==> src/ijhd_map.svh <==
`ifndef IJHD_MAP_SVH
`define IJHD_MAP_SVH

// ****************************************************************
// widths
// ****************************************************************
`define IJHD_NOZZLES 16
`define IJHD_CW_BITS 10
`define IJHD_ROWS 13
`define IJHD_CODE_BITS 4
`define IJHD_ADC_BITS 8
`define IJHD_ADR_BITS 8
`define IJHD_DAT_BITS 32

// ****************************************************************
// scanning counter
// ****************************************************************
`define IJHD_STEP_ZERO 4'h0
`define IJHD_STEP_LAST 4'hd
`define IJHD_STEP_ONE 4'h1

// ****************************************************************
// control word fields
// ****************************************************************
`define IJHD_CW_ON_BIT 0
`define IJHD_CW_HEADB_BIT 1

// ****************************************************************
// register offsets (byte addresses) and result reset value
// ****************************************************************
`define IJHD_ADR_RESULT 8'h00
`define IJHD_ADR_STATUS 8'h04
`define IJHD_ADR_LATCH 8'h08
`define IJHD_RESULT_RST 8'h00

`endif

==> src/ijhd_pkg.sv <==
`include "ijhd_map.svh"

package ijhd_pkg;

    // all pins that arrive from outside the clock domain
    typedef struct packed {
        logic ctrl_word_latch_strobe;
        logic ctrl_serial_clock;
        logic ctrl_serial_in;
        logic nozzle_latch_clear;
        logic nozzle_check_mode;
        logic nozzle_latch_strobe;
        logic nozzle_serial_in;
        logic nozzle_serial_clock;
        logic long_fire_strobe;
        logic short_fire_strobe;
        logic conversion_start;
        logic converter_clock;
        logic scan_counter_enable;
        logic head_channel_select;
        logic row_code_bit3;
        logic count_direction_or_code_bit2;
        logic count_reset_or_code_bit1;
        logic count_clock_or_code_bit0;
        logic row_outputs_enable_n;
        logic temp_source_enable_n;
        logic open_load_detect;
        logic row_short_detect;
    } ijhd_pins_type;

    // whole state of the driver
    typedef struct packed {
        ijhd_pins_type sy1;
        ijhd_pins_type sy2;
        ijhd_pins_type prev;
        logic [`IJHD_NOZZLES-1:0] nshift;
        logic [`IJHD_NOZZLES-1:0] nlatch;
        logic [`IJHD_CW_BITS-1:0] cshift;
        logic [`IJHD_CW_BITS-1:0] cword;
        logic [`IJHD_CODE_BITS-1:0] step;
        logic [`IJHD_NOZZLES-1:0] col;
        logic [`IJHD_NOZZLES-1:0] tsrc;
        logic [`IJHD_ROWS-1:0] rows_a;
        logic [`IJHD_ROWS-1:0] rows_b;
        logic temp_a;
        logic temp_b;
        logic fault;
        logic [`IJHD_ADC_BITS-1:0] result;
        logic [`IJHD_ADC_BITS-1:0] adc_sh;
        logic adc_out;
        logic ack;
        logic [`IJHD_DAT_BITS-1:0] rdata;
    } ijhd_state_type;

endpackage

==> src/ijhd_top.sv <==
// Our own choices: the Wishbone slave port and the placing of the registers.
`timescale 1ns/1ns
`include "ijhd_map.svh"

// Contract
// - word loads from shift register while latch strobe high
// - column on only with check low and a strobe low
// - latch-clear high zeroes nozzle latch
// - check mode: columns off, source on if bit set, long low
// - latch strobe rise copies 16 shift bits
// - nozzle clock rise shifts data in
// - long strobe low fires set columns
// - short strobe low fires clear columns
// - reset low clears all state except the sync and edge-detect stages, which load the pin idle levels
// - conversion start high lets conversion run
// - result out on converter clock, read on its fall
// - fault: open load in check mode, else row short
// - counter enabled: decoder follows counter
// - select low routes rows to head A, high to B
// - counter disabled: decoder takes code pins
// - direction high counts up, low down
// - counter reset low zeroes counter
// - rows driven only while row enable low
// - counter steps once per clock pulse
// - temp source on with enable low, steered by word
// - control clock rise shifts data in
// - control shift register and word hold ten bits
// - codes map to rows 1 to 13, three codes idle
module ijhd_top (
    // clock and reset
    input wire logic ref_clk_i,
    input wire logic arst_n_i,
    // serial control word port
    input wire logic ctrl_word_latch_strobe_i,
    input wire logic ctrl_serial_clock_i,
    input wire logic ctrl_serial_in_i,
    // nozzle data port
    input wire logic nozzle_latch_clear_i,
    input wire logic nozzle_check_mode_i,
    input wire logic nozzle_latch_strobe_i,
    input wire logic nozzle_serial_in_i,
    input wire logic nozzle_serial_clock_i,
    input wire logic long_fire_strobe_i,
    input wire logic short_fire_strobe_i,
    // converter port
    input wire logic conversion_start_i,
    input wire logic converter_clock_i,
    // head address selector
    input wire logic scan_counter_enable_i,
    input wire logic head_channel_select_i,
    input wire logic row_code_bit3_i,
    input wire logic count_direction_or_code_bit2_i,
    input wire logic count_reset_or_code_bit1_i,
    input wire logic count_clock_or_code_bit0_i,
    input wire logic row_outputs_enable_n_i,
    // temperature source and sense inputs
    input wire logic temp_source_enable_n_i,
    input wire logic open_load_detect_i,
    input wire logic row_short_detect_i,
    // wishbone slave
    input wire logic wb_cyc_i,
    input wire logic wb_stb_i,
    input wire logic wb_we_i,
    input wire logic [`IJHD_ADR_BITS-1:0] wb_adr_i,
    input wire logic [3:0] wb_sel_i,
    input wire logic [`IJHD_DAT_BITS-1:0] wb_dat_i,
    output logic [`IJHD_DAT_BITS-1:0] wb_dat_o,
    output logic wb_ack_o,
    // power and row outputs
    output logic [`IJHD_NOZZLES-1:0] column_power_outputs_o,
    output logic [`IJHD_NOZZLES-1:0] test_current_sources_o,
    output logic [`IJHD_ROWS-1:0] row_outputs_head_a_o,
    output logic [`IJHD_ROWS-1:0] row_outputs_head_b_o,
    // temperature source, fault and converter data
    output logic temp_source_head_a_o,
    output logic temp_source_head_b_o,
    output logic fault_flag_out_o,
    output logic converter_serial_out_o
);

    // ****************************************************************
    // lookup functions
    // ****************************************************************

    // counter step to gray-style decoder code
    function automatic logic [3:0] ijhd_step_code(input logic [3:0] s);
        logic [3:0] c;
        c = 4'h0;
        case (s)
            4'h1: c = 4'h1;
            4'h2: c = 4'h3;
            4'h3: c = 4'h2;
            4'h4: c = 4'h6;
            4'h5: c = 4'h7;
            4'h6: c = 4'h5;
            4'h7: c = 4'h4;
            4'h8: c = 4'hc;
            4'h9: c = 4'hd;
            4'ha: c = 4'hf;
            4'hb: c = 4'he;
            4'hc: c = 4'ha;
            4'hd: c = 4'h8;
            default: c = 4'h0;
        endcase
        return c;
    endfunction

    // decoder code to one-hot row, bit 0 is row 1
    function automatic logic [12:0] ijhd_decode(input logic [3:0] c);
        logic [12:0] r;
        r = 13'h0000;
        case (c)
            4'h1: r = 13'h0001;
            4'h3: r = 13'h0002;
            4'h2: r = 13'h0004;
            4'h6: r = 13'h0008;
            4'h7: r = 13'h0010;
            4'h5: r = 13'h0020;
            4'h4: r = 13'h0040;
            4'hc: r = 13'h0080;
            4'hd: r = 13'h0100;
            4'hf: r = 13'h0200;
            4'he: r = 13'h0400;
            4'ha: r = 13'h0800;
            4'h8: r = 13'h1000;
            default: r = 13'h0000;
        endcase
        return r;
    endfunction

    // ****************************************************************
    // state and pin capture
    // ****************************************************************
    ijhd_pkg::ijhd_state_type q;
    ijhd_pkg::ijhd_state_type d;
    ijhd_pkg::ijhd_pins_type pins;
    ijhd_pkg::ijhd_pins_type rise;
    logic wb_req;

    // pins into one word, in struct order
    assign pins = {
        ctrl_word_latch_strobe_i,
        ctrl_serial_clock_i,
        ctrl_serial_in_i,
        nozzle_latch_clear_i,
        nozzle_check_mode_i,
        nozzle_latch_strobe_i,
        nozzle_serial_in_i,
        nozzle_serial_clock_i,
        long_fire_strobe_i,
        short_fire_strobe_i,
        conversion_start_i,
        converter_clock_i,
        scan_counter_enable_i,
        head_channel_select_i,
        row_code_bit3_i,
        count_direction_or_code_bit2_i,
        count_reset_or_code_bit1_i,
        count_clock_or_code_bit0_i,
        row_outputs_enable_n_i,
        temp_source_enable_n_i,
        open_load_detect_i,
        row_short_detect_i
    };

    // idle levels of the pulled-up pins, so no false edge after reset
    localparam ijhd_pkg::ijhd_pins_type pins_idle = '{
        long_fire_strobe: 1'b1,
        short_fire_strobe: 1'b1,
        row_outputs_enable_n: 1'b1,
        temp_source_enable_n: 1'b1,
        default: 1'b0
    };

    // rising edges from the second sync stage
    assign rise = ijhd_pkg::ijhd_pins_type'(q.sy2 & ~q.prev);
    assign wb_req = wb_cyc_i & wb_stb_i & ~q.ack;

    // ****************************************************************
    // next-state logic
    // ****************************************************************
    always_comb begin
        logic [3:0] code;
        logic [12:0] onehot;
        code = 4'h0;
        onehot = 13'h0000;
        d = q;
        d.sy1 = pins;
        d.sy2 = q.sy1;
        d.prev = q.sy2;

        // nozzle shift register
        if (rise.nozzle_serial_clock) begin
            d.nshift = {q.nshift[`IJHD_NOZZLES-2:0],
                        q.sy2.nozzle_serial_in};
        end
        // nozzle latch, clear wins over load
        if (q.sy2.nozzle_latch_clear) begin
            d.nlatch = '0;
        end else if (rise.nozzle_latch_strobe) begin
            d.nlatch = q.nshift;
        end

        // column gating and nozzle check sources
        for (int i = 0; i < `IJHD_NOZZLES; i++) begin
            d.col[i] = ~q.sy2.nozzle_check_mode &
                ((~q.sy2.long_fire_strobe & q.nlatch[i]) |
                 (~q.sy2.short_fire_strobe & ~q.nlatch[i]));
            d.tsrc[i] = q.sy2.nozzle_check_mode & q.nlatch[i] &
                ~q.sy2.long_fire_strobe;
        end

        // control word serial port
        if (rise.ctrl_serial_clock) begin
            d.cshift = {q.cshift[`IJHD_CW_BITS-2:0],
                        q.sy2.ctrl_serial_in};
        end
        // transparent while strobe high, held from its fall
        if (q.sy2.ctrl_word_latch_strobe) begin
            d.cword = q.cshift;
        end

        // temperature current source
        d.temp_a = ~q.sy2.temp_source_enable_n &
            q.cword[`IJHD_CW_ON_BIT] &
            ~q.cword[`IJHD_CW_HEADB_BIT];
        d.temp_b = ~q.sy2.temp_source_enable_n &
            q.cword[`IJHD_CW_ON_BIT] &
            q.cword[`IJHD_CW_HEADB_BIT];

        // fault flag source by mode
        d.fault = q.sy2.nozzle_check_mode ? q.sy2.open_load_detect
                                          : q.sy2.row_short_detect;

        // scanning counter
        if (q.sy2.scan_counter_enable) begin
            if (!q.sy2.count_reset_or_code_bit1) begin
                d.step = `IJHD_STEP_ZERO;
            end else if (rise.count_clock_or_code_bit0) begin
                if (q.sy2.count_direction_or_code_bit2) begin
                    d.step = (q.step == `IJHD_STEP_LAST) ?
                        `IJHD_STEP_ZERO : q.step + `IJHD_STEP_ONE;
                end else begin
                    d.step = (q.step == `IJHD_STEP_ZERO) ?
                        `IJHD_STEP_LAST : q.step - `IJHD_STEP_ONE;
                end
            end
        end

        // decoder source and channel routing
        if (q.sy2.scan_counter_enable) begin
            code = ijhd_step_code(q.step);
        end else begin
            code = {q.sy2.row_code_bit3,
                    q.sy2.count_direction_or_code_bit2,
                    q.sy2.count_reset_or_code_bit1,
                    q.sy2.count_clock_or_code_bit0};
        end
        onehot = ijhd_decode(code);
        d.rows_a = '0;
        d.rows_b = '0;
        if (!q.sy2.row_outputs_enable_n) begin
            if (q.sy2.head_channel_select) begin
                d.rows_b = onehot;
            end else begin
                d.rows_a = onehot;
            end
        end

        // result shift-out on converter clock rise
        if (!q.sy2.conversion_start) begin
            d.adc_sh = q.result;
            d.adc_out = 1'b0;
        end else if (rise.converter_clock) begin
            d.adc_out = q.adc_sh[`IJHD_ADC_BITS-1];
            d.adc_sh = {q.adc_sh[`IJHD_ADC_BITS-2:0], 1'b0};
        end

        // wishbone slave, one wait state
        d.ack = wb_req;
        d.rdata = '0;
        if (wb_req && wb_we_i && wb_sel_i[0] &&
            wb_adr_i == `IJHD_ADR_RESULT) begin
            d.result = wb_dat_i[`IJHD_ADC_BITS-1:0];
        end
        if (wb_req && !wb_we_i) begin
            case (wb_adr_i)
                `IJHD_ADR_RESULT: begin
                    d.rdata = {24'h000000, q.result};
                end
                `IJHD_ADR_STATUS: begin
                    d.rdata = {11'h000, q.fault, q.step, 6'h00, q.cword};
                end
                `IJHD_ADR_LATCH: begin
                    d.rdata = {q.nshift, q.nlatch};
                end
                default: begin
                    d.rdata = '0;
                end
            endcase
        end
    end

    // ****************************************************************
    // state register
    // ****************************************************************
    always_ff @(posedge ref_clk_i or negedge arst_n_i) begin
        if (!arst_n_i) begin
            q <= '0;
            q.sy1 <= pins_idle;
            q.sy2 <= pins_idle;
            q.prev <= pins_idle;
            q.result <= `IJHD_RESULT_RST;
        end else begin
            q <= d;
        end
    end

    // outputs straight from the state flops
    assign column_power_outputs_o = q.col;
    assign test_current_sources_o = q.tsrc;
    assign row_outputs_head_a_o = q.rows_a;
    assign row_outputs_head_b_o = q.rows_b;
    assign temp_source_head_a_o = q.temp_a;
    assign temp_source_head_b_o = q.temp_b;
    assign fault_flag_out_o = q.fault;
    assign converter_serial_out_o = q.adc_out;
    assign wb_dat_o = q.rdata;
    assign wb_ack_o = q.ack;
endmodule

==> config.mk <==
export PLATFORM = sky130hd
export DESIGN_NAME = ijhd_top
export DESIGN_NICKNAME = d
export VERILOG_FILES = /design/src/ijhd_pkg.sv /design/src/ijhd_top.sv
export VERILOG_INCLUDE_DIRS = /design/src
export SDC_FILE = /design/constraint.sdc
export NUM_CORES = 1
export LEC_CHECK = 0
export ABC_AREA = 1
export BUFFER_PORTS_ARGS = -buffer_cell sky130_fd_sc_hd__buf_2
export CAP_MARGIN = 40
export CORE_MARGIN = 2
export CORE_UTILIZATION = 60
export CTS_CLUSTER_SIZE = 24
export DETAILED_ROUTE_END_ITERATION = 7
export PLACE_DENSITY = 0.92
export SYNTH_ARGS = -nofsm -noshare
export SYNTH_HDL_FRONTEND = slang
export SYNTH_SLANG_ARGS = --single-unit
==> constraint.sdc <==
create_clock -name ref_clk_i -period 5 [get_ports ref_clk_i]
set_input_delay 0.25 -clock ref_clk_i [delete_from_list [all_inputs] [get_ports ref_clk_i]]
set_output_delay 0.25 -clock ref_clk_i [all_outputs]
set_load 0.02 [all_outputs]
After elaboration in Yosys (flattened, before gate mapping). Memories as Yosys holds them, arrays and structs flattened. Index checks and enable logic that the tools add are counted.

Add/sub/neg operators: 2. Multipliers: 0. Divide/modulo/power cells: 0. $lt $le $gt $ge: 0. Equal/unequal tests: 5. Shifts and indexed selects: 0. Muxes and demuxes: 16. Bitwise gates (word level): 125. Reductions and logical operators: 9.

Operators with widths (number): one-hot mux 32 bit (3 select lines) (1); AND 1 bit (85); two-way mux 16 bit (2); two-way mux 32 bit (1); two-way mux 13 bit (2); two-way mux 26 bit (1); two-way mux 4 bit (6); NOT 1 bit (22); AND 21 bit (1); NOT 21 bit (1); two-way mux 9 bit (2); OR 1 bit (16); equality test 8 x 3 -> 1 bit (second input constant) (1); equality test 8 x 4 -> 1 bit (second input constant) (1); logical NOT 8 bit (1); adder 4 x 1 -> 4 bit (second input constant) (1); equality test 4 bit (second input constant) (1); logical AND 1 bit (4); logical NOT 4 bit (1); != test 2 x 1 -> 1 bit (second input constant) (2); subtractor 4 x 1 -> 4 bit (second input constant) (1); AND reduction 2 bit (1); nonzero test 2 bit (1); logical NOT 1 bit (1); two-way mux 1 bit (1).

Flip-flop bits (word level): 232. Bits in latches: 0. RAM bits: 0. Memory bits (read-only): 272. Output and inout port bits: 95. Logic and storage cells: 241. Memories: 2.

Memory list: (name not given) (depth 16, bits a word 13, read ports 1, clocked after memory_dff 0, wr ports 0, RTL line ijhd_top.sv:112) `case (c)`; (name not given) (depth 16, bits a word 4, read ports 1, clocked after memory_dff 0, wr ports 0, RTL line ijhd_top.sv:89) `case (s)`.

Depth between registers and ports, before layout.
Depth in word-level cells: 5. Gate-level depth with buffers: 10. Mapped depth without buffers: 9.

Worst setup path after synthesis. No wires, ideal clock.

Path kind: register to register. Start: register q[113] in the netlist's numbering. End: register q (netlist bit row_outputs_head_a_o[10]). Setup time: 0.135 ns. Arrival: 1.485 ns. Required time: 4.865 ns. Path slack: 3.379 ns. Stages on the path, launching flop included: 10. Clock period less this slack: 1.621 ns. Cell sequence: dfrtp_1 > buf_4 > inv_1 > ha_1 > inv_1 > nor2_1 > a21oi_4 > nand3_2 > nand3_1 > nor2_1.

RTL lines: start, declared (RTL line ijhd_top.sv:134) `ijhd_pkg::ijhd_state_type q;`.

==> flow_summary.toml <==
[status]
status = "finished clean"

[power_and_ir_drop]
p_per_area_nw_per_um2 = 404
power_leakage_uw = 0.00507
vdd.ir_drop.worst_mv = 0.307

[synth]
yosys.cell_types.count = 37
async_flop_share_pct = 100
synth_area_per_cell_um2 = 10.9
ys.flop_type = "dfrtp_1"
syn_area_um2 = 8970
yosysWarnings = 0
ys_ff_latch = 216
seq_area_frac_synth_pct = 60.4
syn_inst = 826
synthesis.nets = 907
synth_edf_count = 0

[drt]
ant_nets = 0
viasPerCell = 5.27
vias = 5797
drc = 0
wl_um = 17400
drt_iter0_drc = 509
dr.pass1.iters = 5
wl_per_cell_um = 15.9

[place]
io_buffers = 138
place_congestion = 0.856
hpwl_um = 11100

[global_routing]
track_usage_pct = 22.3
grt_max_degree = 132
grt_pass1_wl_um = 28300
grt_pass1_vias = 5686
grt_overflow = 0
antenna_found_initial = 0

[cts]
cts_root_buf = "clkbuf_16"
htree_num_levels = 1
tritoncts = "built"
cts_resized = 0
clkSlewWorstSetupHoldPaths_ns = 0.06
clk_latency_ns = 0.51
clk_path_buf_depth = 3
numCtsBuffers = 22
cts_hold_buffers = 27
postCtsSetupBuffers = 0
cts.sinks = 216

[timing]
finClkSkew_ns = 0.0148
setup_viol = 0
rsz0062_at_grt = "false"
slew_headroom_pct = 39.0
final_hold_viol_count = 0
post-route-period-util_pct = 41.2
final.min_clock_period_ns = 2.06
setup-tns-final_ns = 0
worstMarginPinSlew_ns = 0.915
final_max_slew_viol_count = 0
max_freq_ghz = 0.485

[floorplan]
rows = 44
ios = 166
die_area_um2 = 15900
initial_core_util_pct = 61.5
core_um2 = 14600
die_w_um = 126
fp.dieH_um = 126

[critical_path]
r2r_slack_ns = 2.94
required_ns = 5.38
worst_ep_arrival_time_ns = 2.44
rr_worst_depth = 2
critPathLaunch = "d[184]"
cp_max_fo = 18
r2r_start = "d[184]"
crit_type = "flop to flop"
crit_path_end = "test_current_sources_o[6]"
cpPeakStageDelay_ns = 0.81
worstPathCellList = "clkinv_1 > nor3_1"
worst_path_max_delay_cell = "dfrtp_1"
cp-end-kind = "flop"
r2r-end = "test_current_sources_o[6]"
critPathLaunchType = "flop"

[finish]
final_common_cell = "dfrtp_1"
drive_above_1_share_pct = 29.1
diodes = 0
final_cell_mix = "dfrtp_1, buf_2, inv_1, nand2_1, nor2_1"
area_delta_synth_final_pct = 12.3
layout.nets = 981
fin_util_pct = 69.1
fill_cells = 1044

[hold_path]
min_path_type = "primary input to flop"

[flow_run]
cap_violations = 0
==> registers in the layout, summed over array words and instances, names as in the netlist <==
register and cells:
wb_dat_o 32, d 44, fault_flag_out_o 1, q 77, converter_serial_out_o 1, wb_ack_o 1, row_outputs_head_b_o 13, column_power_outputs_o 16
temp_source_head_b_o 1, test_current_sources_o 16, temp_source_head_a_o 1, row_outputs_head_a_o 13
==> power breakdown <==
group / switching [µW] / internal, µW / leakage, µW
sequential: 110 / 1890 / 0.00278
combinational: 271 / 162 / 0.00194
clock: 667 / 964 / 0.000349
total: 1050 / 3020 / 0.00507
==> final cells by class <==
cell class                 instances  area, µm²  area share, %
clock inverter                    11        116           1.15
timing repair buffer             169       1000           9.96
inverter                          96        365           3.63
clock buffer                      29        608           6.04
tap                              184        230           2.29
sequential                       216       5420           53.8
multi-input combinational        395       2340           23.2
==> how the worst min path moves through the flow <==
stage | slack (ns) | depth (start not counted) | from | to
final | 0.02 | 3 | wb_dat_i[2] | q[44]
after global routing | 0.04 | 3 | wb_dat_i[7] | q[49]
after CTS | 0.008 | 3 | wb_dat_i[1] | q[43]
after detailed placement | 0.33 | 0 | d[189] | d[167]
after global placement | 0.33 | 0 | d[209] | d[187]
after floorplan | -0.05 | 0 | arst_n_i | column_power_outputs_o[0]
==> per-layer routing <==
metal  GRT usage [%]  wire length [µm]
met4            8.08               574
met2            38.0              8850
met3            4.42              1010
met5               0                 0
met1            28.6              7020
==> kinds of logic (layout without fill, tap and decap cells) <==
group           after synthesis  count (layout)  synth area share (%)
mux                          14              14                  1.76
fa+ha+maj                    10              10                  1.40
simple gates                276             276                  16.2
flops                       216             216                  60.4
buf+inv                     215             305                  13.6
compound gates               95              95                  6.65
==> cells in the mapped netlist (3+ instances only) <==
| library cell | instances | area share [%] |
|---|---|---|
| dfrtp_1 | 208 | 58 |
| buf_4 | 95 | 8.0 |
| inv_1 | 85 | 3.6 |
| nand2_1 | 85 | 3.6 |
| nor2_1 | 60 | 2.5 |
| nand3_1 | 48 | 2.7 |
| o21ai_0 | 35 | 2.0 |
| nor3_1 | 30 | 1.7 |
| nor3_2 | 18 | 2.0 |
| o22ai_1 | 18 | 1.3 |
| a211oi_1 | 16 | 1.3 |
| mux2_2 | 14 | 1.8 |
| a21oi_1 | 13 | 0.73 |
| ha_1 | 10 | 1.4 |
| buf_2 | 9 | 0.50 |
| nor2_2 | 9 | 0.63 |
| clkbuf_1 | 8 | 0.33 |
| dfstp_2 | 8 | 2.3 |
| inv_2 | 8 | 0.33 |
| nand3_2 | 8 | 0.89 |
| nor2_4 | 7 | 0.88 |
| o211ai_1 | 6 | 0.50 |
| buf_6 | 5 | 0.63 |
| nand2_2 | 4 | 0.28 |
| nand3_4 | 3 | 0.59 |
==> through the flow <==
stage	total power [µW]	setup WS, ns	cells	hold slack, ns	instance area (µm²)
final	4070	2.94	1100	0.0195	10100
after global routing	4240	2.81	1100	0.0385	10100
after global placement	2420	3.12	1032	0.331	9070
after CTS	4090	2.99	1099	0.00815	10100
after detailed placement	2450	3.01	1032	0.335	9070
after floorplan	2320	3.38	826	-0.0456	8970
==> critical path, delay by kind of cell, from the launching register on <==
family | cells | cell delay (ns)
buf+inv | 1 | 0.73
simple gates | 1 | 0.40
flops | 1 | 0.81
Note: power is estimated with default switching activity, not from simulation.
